[src/pic_init_pkg.sv]
// shared constants for the interrupt controller init and mask path
package pic_init_pkg;
    // ========================================
    // port map
    localparam logic [7:0] PORT_EVEN = 8'h20;
    localparam logic [7:0] PORT_ODD = 8'h21;
    // ========================================
    // first init word marker and field positions
    localparam int INIT1_MARK_BIT = 4;
    localparam int VBASE_LSB = 3;
    localparam int CASC_BIT = 2;
    localparam int SFN_BIT = 4;
    localparam int AEOI_BIT = 1;
    localparam int X86_BIT = 0;
    localparam logic [7:0] MASK_RESET = 8'hFF;
    localparam logic [7:0] OPT_RESET = 8'h00;
    // ========================================
    // host-side register offsets
    localparam logic [3:0] HREG_CMD = 4'h0;
    localparam logic [3:0] HREG_DATA = 4'h1;
    localparam logic [3:0] HREG_STAT = 4'h2;
    localparam logic [3:0] HREG_IRQ_STAT = 4'h3;
    localparam logic [3:0] HREG_IRQ_CLR = 4'h4;
    localparam logic [3:0] HREG_IRQ_EN = 4'h5;
    localparam logic [3:0] HREG_RDATA = 4'h6;
    // ========================================
    // host commands
    localparam logic [1:0] CMD_WR_EVEN = 2'h0;
    localparam logic [1:0] CMD_WR_ODD = 2'h1;
    localparam logic [1:0] CMD_RD_ODD = 2'h2;
    typedef enum logic [1:0] {ST_READY, ST_W2, ST_W3, ST_W4} init_state_t;
endpackage : pic_init_pkg

[src/pic_io_if.sv]
// io bus between host and interrupt controller
`timescale 1ns/1ps
interface pic_io_if;
    logic [7:0] addr;
    logic [7:0] wdata;
    logic wr;
    logic rd;
    logic [7:0] rdata;
    modport dev (input addr, input wdata, input wr, input rd, output rdata);
    modport host (output addr, output wdata, output wr, output rd, input rdata);
endinterface : pic_io_if

[src/pic_init_dev.sv]
// interrupt controller init sequencer, mask and request gating
// Function
// - vector base from upper five bits
// - host writes zero low three bits
// - third word bit 2 enables cascade
// - host zeroes reserved third word bits
// - host zeroes fourth word top bits
// - fourth word bit 4 selects nesting
// - host programs non-buffered mode 00
// - fourth word bit 0 selects vectoring
// - mask bit n gates request line n
// - odd writes follow in order 2,3,4
`timescale 1ns/1ps
module pic_init_dev #(
    parameter int LINES = 8
) (
    input wire logic CORE_CLK,
    input wire logic RST,
    input wire logic CE,
    pic_io_if.dev BUS,
    input wire logic [LINES-1:0] IRQ_LINES,
    output logic INT_OUT,
    output logic [4:0] VECTOR_BASE,
    output logic CASCADE_EN,
    output logic SPECIAL_NESTED,
    output logic AUTOMATIC_END_OF_INTERRUPT,
    output logic X86_MODE,
    output logic [LINES-1:0] PENDING
);

    // ========================================
    // parameter check
    // mask and init words are one byte, so only eight lines fit
    if (LINES != 8) begin : g_lines_check
        $error("LINES must be 8");
    end

    // ========================================
    // functions
    // one comparator shape for every port decode
    function automatic logic port_hit(input logic strobe, input logic [7:0] addr, input logic [7:0] port);
        return strobe && addr == port;
    endfunction : port_hit

    // a request line counts only while its mask bit is clear
    function automatic logic [LINES-1:0] gate_requests(input logic [LINES-1:0] req, input logic [7:0] mask);
        return req & ~mask[LINES-1:0];
    endfunction : gate_requests

    // ========================================
    // state and storage
    pic_init_pkg::init_state_t state_q;
    logic [7:0] mask_q;
    logic [7:0] vbase_q;
    logic [7:0] casc_q;
    logic [7:0] opt_q;
    logic [7:0] rdata_q;
    logic [LINES-1:0] req_s1_q;
    logic [LINES-1:0] req_s2_q;

    // ========================================
    // bus decode
    logic wr_odd;
    logic wr_init1;
    logic rd_odd;
    logic init_done;

    assign wr_odd = port_hit(BUS.wr, BUS.addr, pic_init_pkg::PORT_ODD);
    assign wr_init1 = port_hit(BUS.wr, BUS.addr, pic_init_pkg::PORT_EVEN) && BUS.wdata[pic_init_pkg::INIT1_MARK_BIT];
    assign rd_odd = port_hit(BUS.rd, BUS.addr, pic_init_pkg::PORT_ODD);
    assign init_done = state_q == pic_init_pkg::ST_READY;

    // ========================================
    // init sequence
    // an even write with the marker bit restarts from any state
    always_ff @(posedge CORE_CLK or posedge RST) begin
        if (RST) begin
            state_q <= pic_init_pkg::ST_READY;
        end else if (CE) begin
            if (wr_init1) begin
                state_q <= pic_init_pkg::ST_W2;
            end else if (wr_odd) begin
                case (state_q)
                    pic_init_pkg::ST_W2: begin
                        state_q <= pic_init_pkg::ST_W3;
                    end
                    pic_init_pkg::ST_W3: begin
                        state_q <= pic_init_pkg::ST_W4;
                    end
                    pic_init_pkg::ST_W4: begin
                        state_q <= pic_init_pkg::ST_READY;
                    end
                    default: begin
                        state_q <= pic_init_pkg::ST_READY;
                    end
                endcase
            end
        end
    end

    // ========================================
    // vector base word
    // low three bits stored as written; software keeps them zero
    always_ff @(posedge CORE_CLK or posedge RST) begin
        if (RST) begin
            vbase_q <= pic_init_pkg::OPT_RESET;
        end else if (CE && wr_odd && state_q == pic_init_pkg::ST_W2) begin
            vbase_q <= BUS.wdata;
        end
    end

    // ========================================
    // cascade config word
    // reserved bits stored as written
    always_ff @(posedge CORE_CLK or posedge RST) begin
        if (RST) begin
            casc_q <= pic_init_pkg::OPT_RESET;
        end else if (CE && wr_odd && state_q == pic_init_pkg::ST_W3) begin
            casc_q <= BUS.wdata;
        end
    end

    // ========================================
    // operating options word
    // buffered mode bits steer nothing; only non-buffered is wired
    always_ff @(posedge CORE_CLK or posedge RST) begin
        if (RST) begin
            opt_q <= pic_init_pkg::OPT_RESET;
        end else if (CE && wr_odd && state_q == pic_init_pkg::ST_W4) begin
            opt_q <= BUS.wdata;
        end
    end

    // ========================================
    // request mask
    // a new init leaves the mask alone, so blocked lines stay blocked
    always_ff @(posedge CORE_CLK or posedge RST) begin
        if (RST) begin
            mask_q <= pic_init_pkg::MASK_RESET;
        end else if (CE && wr_odd && init_done) begin
            mask_q <= BUS.wdata;
        end
    end

    // ========================================
    // mask readback, zero outside the read cycle
    always_ff @(posedge CORE_CLK or posedge RST) begin
        if (RST) begin
            rdata_q <= 8'h00;
        end else if (CE) begin
            rdata_q <= rd_odd ? mask_q : 8'h00;
        end
    end

    assign BUS.rdata = rdata_q;

    // ========================================
    // request synchroniser
    // lines come straight from pins, so two stages before any logic
    always_ff @(posedge CORE_CLK or posedge RST) begin
        if (RST) begin
            req_s1_q <= '0;
        end else if (CE) begin
            req_s1_q <= IRQ_LINES;
        end
    end

    always_ff @(posedge CORE_CLK or posedge RST) begin
        if (RST) begin
            req_s2_q <= '0;
        end else if (CE) begin
            req_s2_q <= req_s1_q;
        end
    end

    // ========================================
    // pending lines
    always_ff @(posedge CORE_CLK or posedge RST) begin
        if (RST) begin
            PENDING <= '0;
        end else if (CE) begin
            PENDING <= gate_requests(req_s2_q, mask_q);
        end
    end

    // ========================================
    // interrupt output
    // held low mid-init so a half-programmed vector is never used
    always_ff @(posedge CORE_CLK or posedge RST) begin
        if (RST) begin
            INT_OUT <= 1'b0;
        end else if (CE) begin
            INT_OUT <= init_done && |gate_requests(req_s2_q, mask_q);
        end
    end

    // ========================================
    // configuration outputs
    // fields are picked straight from the stored words
    assign VECTOR_BASE = vbase_q[7:pic_init_pkg::VBASE_LSB];
    assign CASCADE_EN = casc_q[pic_init_pkg::CASC_BIT];
    assign SPECIAL_NESTED = opt_q[pic_init_pkg::SFN_BIT];
    assign AUTOMATIC_END_OF_INTERRUPT = opt_q[pic_init_pkg::AEOI_BIT];
    assign X86_MODE = opt_q[pic_init_pkg::X86_BIT];

endmodule : pic_init_dev

[src/flat_wrapper.sv]
// flat-port wrapper written by rule: the top's interface ports become plain ports
module pic_init_dev_flat 
#(
    parameter int LINES = 8
)
  (CORE_CLK, RST, CE, IRQ_LINES, INT_OUT, VECTOR_BASE, CASCADE_EN, SPECIAL_NESTED, AUTOMATIC_END_OF_INTERRUPT, X86_MODE, PENDING, BUS_addr, BUS_wdata, BUS_wr, BUS_rd, BUS_rdata);
  pic_io_if BUS_i ();
  input wire logic CORE_CLK;
  input wire logic RST;
  input wire logic CE;
  input wire logic [LINES-1:0] IRQ_LINES;
  output logic INT_OUT;
  output logic [4:0] VECTOR_BASE;
  output logic CASCADE_EN;
  output logic SPECIAL_NESTED;
  output logic AUTOMATIC_END_OF_INTERRUPT;
  output logic X86_MODE;
  output logic [LINES-1:0] PENDING;
  input wire logic [$bits(BUS_i.addr)-1:0] BUS_addr;
  input wire logic [$bits(BUS_i.wdata)-1:0] BUS_wdata;
  input wire logic [$bits(BUS_i.wr)-1:0] BUS_wr;
  input wire logic [$bits(BUS_i.rd)-1:0] BUS_rd;
  output wire logic [$bits(BUS_i.rdata)-1:0] BUS_rdata;
  assign BUS_i.addr = BUS_addr;
  assign BUS_i.wdata = BUS_wdata;
  assign BUS_i.wr = BUS_wr;
  assign BUS_i.rd = BUS_rd;
  assign BUS_rdata = BUS_i.rdata;
  pic_init_dev #(.LINES(LINES)) u_core (.CORE_CLK(CORE_CLK), .RST(RST), .CE(CE), .BUS(BUS_i), .IRQ_LINES(IRQ_LINES), .INT_OUT(INT_OUT), .VECTOR_BASE(VECTOR_BASE), .CASCADE_EN(CASCADE_EN), .SPECIAL_NESTED(SPECIAL_NESTED), .AUTOMATIC_END_OF_INTERRUPT(AUTOMATIC_END_OF_INTERRUPT), .X86_MODE(X86_MODE), .PENDING(PENDING));
endmodule
[config.mk]
export PLATFORM = sky130hd
export DESIGN_NAME = pic_init_dev_flat
export DESIGN_NICKNAME = d
export VERILOG_FILES = /design/src/pic_init_pkg.sv /design/src/pic_io_if.sv /design/src/pic_init_dev.sv /design/src/flat_wrapper.sv
export SDC_FILE = /design/constraint.sdc
export NUM_CORES = 1
export LEC_CHECK = 0
export ABC_AREA = 1
export CAP_MARGIN = 15
export CORE_ASPECT_RATIO = 0.9
export CORE_MARGIN = 4
export CORE_UTILIZATION = 47
export DETAILED_ROUTE_END_ITERATION = 12
export DONT_BUFFER_PORTS = 1
export GPL_TIMING_DRIVEN = 0
export SYNTH_ARGS = -nofsm -noshare
export SYNTH_HDL_FRONTEND = slang
export SYNTH_SLANG_ARGS = --single-unit
export TNS_END_PERCENT = 1
[constraint.sdc]
create_clock -name CORE_CLK -period 1.63 [get_ports CORE_CLK]
set_input_delay 0.163 -clock CORE_CLK [delete_from_list [all_inputs] [get_ports CORE_CLK]]
set_output_delay 0.163 -clock CORE_CLK [all_outputs]
set_load 0.05 [all_outputs]
==> impl_metrics.json <==
{
  "critical_path_class": "flip-flop to flip-flop",
  "gp_congestion": 0.7635,
  "worstMarginPinSlew_ns": 0.5107,
  "drc": 0,
  "drt_iter0_drc": 85,
  "port_buffers": 0,
  "cts_tree": "done",
  "p_per_area_nw_per_um2": 969.7,
  "cts-root-buf": "clkbuf_8",
  "antenna_found_initial": 0,
  "routed.top_layer": "met4",
  "pin_count": 55,
  "synthTopCellsByArea": "dfrtp_1 (48%), nand2_1 (20%), dfstp_2 (9.1%)",
  "cp_slowest_stage_delay_ns": 0.42,
  "dr_wl_met3_um": 344,
  "ys.flop_type": "dfrtp_1",
  "fin_nets": 331,
  "core_um2": 4604,
  "placed_area_um2": 2404,
  "crit_buf_inv": 2,
  "status": "complete, no violations",
  "start_util_pct": 50.08,
  "avgRoutedWirePerCell_um": 13.96,
  "clock_path_buffers": 2,
  "grt_usage_pct": 18.49,
  "critPathLaunchType": "flip-flop",
  "wl_met1_mm": 2.328,
  "antenna_left": 0,
  "syn-cell-area_um2": 2306,
  "yosysSeqAreaShare_pct": 56.86,
  "yosysMostFrequentCell": "nand2_1",
  "cts.sinks": 52,
  "end_kind": "flip-flop",
  "firstDrtPassIters": 4,
  "dp.cells": 335,
  "path_depth": 6,
  "cts_buffers": 5,
  "yosys.area.top_type": "dfrtp_1",
  "worstPathMaxFanout": 10,
  "hold_viol": 0,
  "clk_pin_slew_ns": 0.08,
  "grt_max_degree": 43,
  "hpwlAfterDp_mm": 3.616,
  "grt_pass1_vias": 1780,
  "htree_levels": 2,
  "synth.net_count": 305,
  "syn_inst": 272,
  "synth_edf_count": 0,
  "drive_above_1_share_pct": 11.71,
  "num_vias": 1732,
  "netlist.area_leader.share_pct": 47.75,
  "cp.required_ns": 1.86,
  "rr_worst_depth": 6,
  "worst-r2r-setup-slack_ns": 0.33,
  "synth.avg_cell_area_um2": 8.478,
  "num_rows": 23,
  "async_reset_ff_share_pct": 100.0,
  "setup_viol": 0,
  "grt_first_pass_wirelength_mm": 8.480,
  "path_delay_family": "flip-flops",
  "max_cap_viol_count": 0,
  "via_per_inst": 4.798,
  "dr_wl_met2_mm": 2.307,
  "rsz0062_at_grt": "no",
  "crit_chain": "inv_1 -> ha_1 -> buf_2 -> nand3_2 -> nand2_1 -> nand2_1",
  "ys_ff_latch": 52,
  "grt-ovfl-total": 0,
  "vdd_drop_max_uv": 716.1,
  "ctsResizeCount": 0,
  "finalCritPeriodShare_pct": 79.68,
  "max_slew_margin_pct": 65.95,
  "yosys-top-cells-count": "nand2_1 (124), dfrtp_1 (44), nand3_1 (25), inv_1 (18), o21ai_1 (9)",
  "min_path_type": "input port to flip-flop",
  "fp.dieW_um": 81.84,
  "leakage_nw": 1.360,
  "arrival_ns": 1.53,
  "die-area_um2": 6093,
  "synth_warnings": 0,
  "max_freq_mhz": 770.0,
  "area_delta_synth_final_pct": 16.87,
  "crit_path_frequent_cell": "nand2_1",
  "hold_depth": 2,
  "wirelength_mm": 5.039,
  "clock_skew_ns": 0.01315,
  "synth_cell_type_count": 20,
  "die_h_um": 74.45,
  "antenna_cells": 0,
  "cp_slowest_cell": "dfrtp_1",
  "insertion_delay_ns": 0.30,
  "fin_crit_ns": 1.299,
  "final-max-slew-violation-count": 0,
  "finalNonFillerCells": 361,
  "design_area_um2": 2695
}
[final timing paths]
check	end	startpoint
worst max-delay path	u_core.mask_q[2]	u_core.state_q[1]
worst min-delay path	u_core.opt_q[0]	BUS_wdata[0]
worst max register to register	u_core.mask_q[2]	u_core.state_q[1]
worst min register to register	u_core.req_s1_q[3]	u_core.req_s1_q[3]
max in group asynchronous	u_core.mask_q[0]	RST
min in group asynchronous	u_core.req_s1_q[6]	RST
[sequential cells by signal (all words and copies together), names as in the netlist]
| register | cells |
|---|---|
| u_core.vbase_q | 5 |
| u_core.state_q | 2 |
| u_core.casc_q | 1 |
| u_core.INT_OUT | 1 |
| u_core.BUS.rdata | 8 |
| u_core.req_s2_q | 8 |
| u_core.mask_q | 8 |
| u_core.PENDING | 8 |
| u_core.opt_q | 3 |
| u_core.req_s1_q | 8 |
[worst register-to-register path, stage by stage, from the launching register on]
cell	delay, ns
dfrtp_1	0.42
inv_1	0.09
ha_1	0.13
buf_2	0.21
nand3_2	0.21
nand2_1	0.12
nand2_1	0.05
[cell usage in the layout (no fill, tap or decap)]
cell and n:
nand2_1 124, dfrtp_1 44, nand3_1 25, dlygate4sd3_1 18, inv_1 17, o21ai_1 9, nor2_1 8, dfstp_2 8
o21ai_0 7, clkbuf_1 6, clkbuf_8 5, inv_2 4, nand2_2 4, ha_1 4, nor2_4 2, buf_6 2
nand3_2 2, nor3_1 2, nand2_4 1, nor2_2 1, nor2_8 1, buf_2 1, clkinvlp_4 1, bufinv_16 1
clkinv_2 1, buf_12 1
[routing by layer]
| metal | GRT usage (%) | up-vias |
|---|---|---|
| li1 | - | 889 |
| met1 | 24.19 | 793 |
| met2 | 29.60 | 43 |
| met3 | 5.690 | 7 |
| met4 | 5.720 | 0 |
| met5 | 0 | - |
[stage by stage]
stage / hold WS, ns / TNS (ns) / total power (W) / setup slack, ns / util [%]
floorplan: 0.2745 / 0 / 0.001671 / 0.2224 / -
global placement: 0.2793 / -14.61 / 0.001720 / -0.3358 / 51.77
detailed placement: -0.01241 / 0 / 0.001733 / 0.3376 / 52.20
CTS: 0.003618 / 0 / 0.002644 / 0.3234 / 58.32
global route: 0.02067 / 0 / 0.002737 / 0.1776 / 58.53
finish: 0.01532 / 0 / 0.002613 / 0.3313 / 58.53
[kinds of logic (layout without fill, tap and decap cells)]
kind of cell | Yosys count | count (layout) | synth area share [%]
adder cells (fa/ha/maj) | 4 | 4 | 2.170
buffers and inverters | 30 | 57 | 5.588
AO/OA/AOI/OAI | 16 | 16 | 3.472
AND/OR/NAND/NOR | 170 | 170 | 31.90
flip-flops | 52 | 52 | 56.86
[layout make-up]
type	instances	area, um^2
Timing Repair Buffer	19	200.2
Tap cell	62	77.57
Buffer	9	50.05
Clock inverter	3	42.54
Fill cell	433	1909
Sequential cell	52	1311
Clock buffer	5	68.82
Inverter	21	78.83
Multi-Input combinational cell	190	865.8
[timing repair]
item | CTS | global route
hold buffers | 17 | 1
buffers inserted | 0 | 0
endpoints found under the hold margin | 65 | 1
[power by group]
group	leakage, nW	switching (W)	internal (W)
Sequential	0.658	0.000144	0.00136
Clock	0.0541	0.000419	0.000455
Combinational	0.647	0.000140	0.0000901
Total	1.36	0.000704	0.00191
No activity file was read; power rests on OpenSTA's default activity.
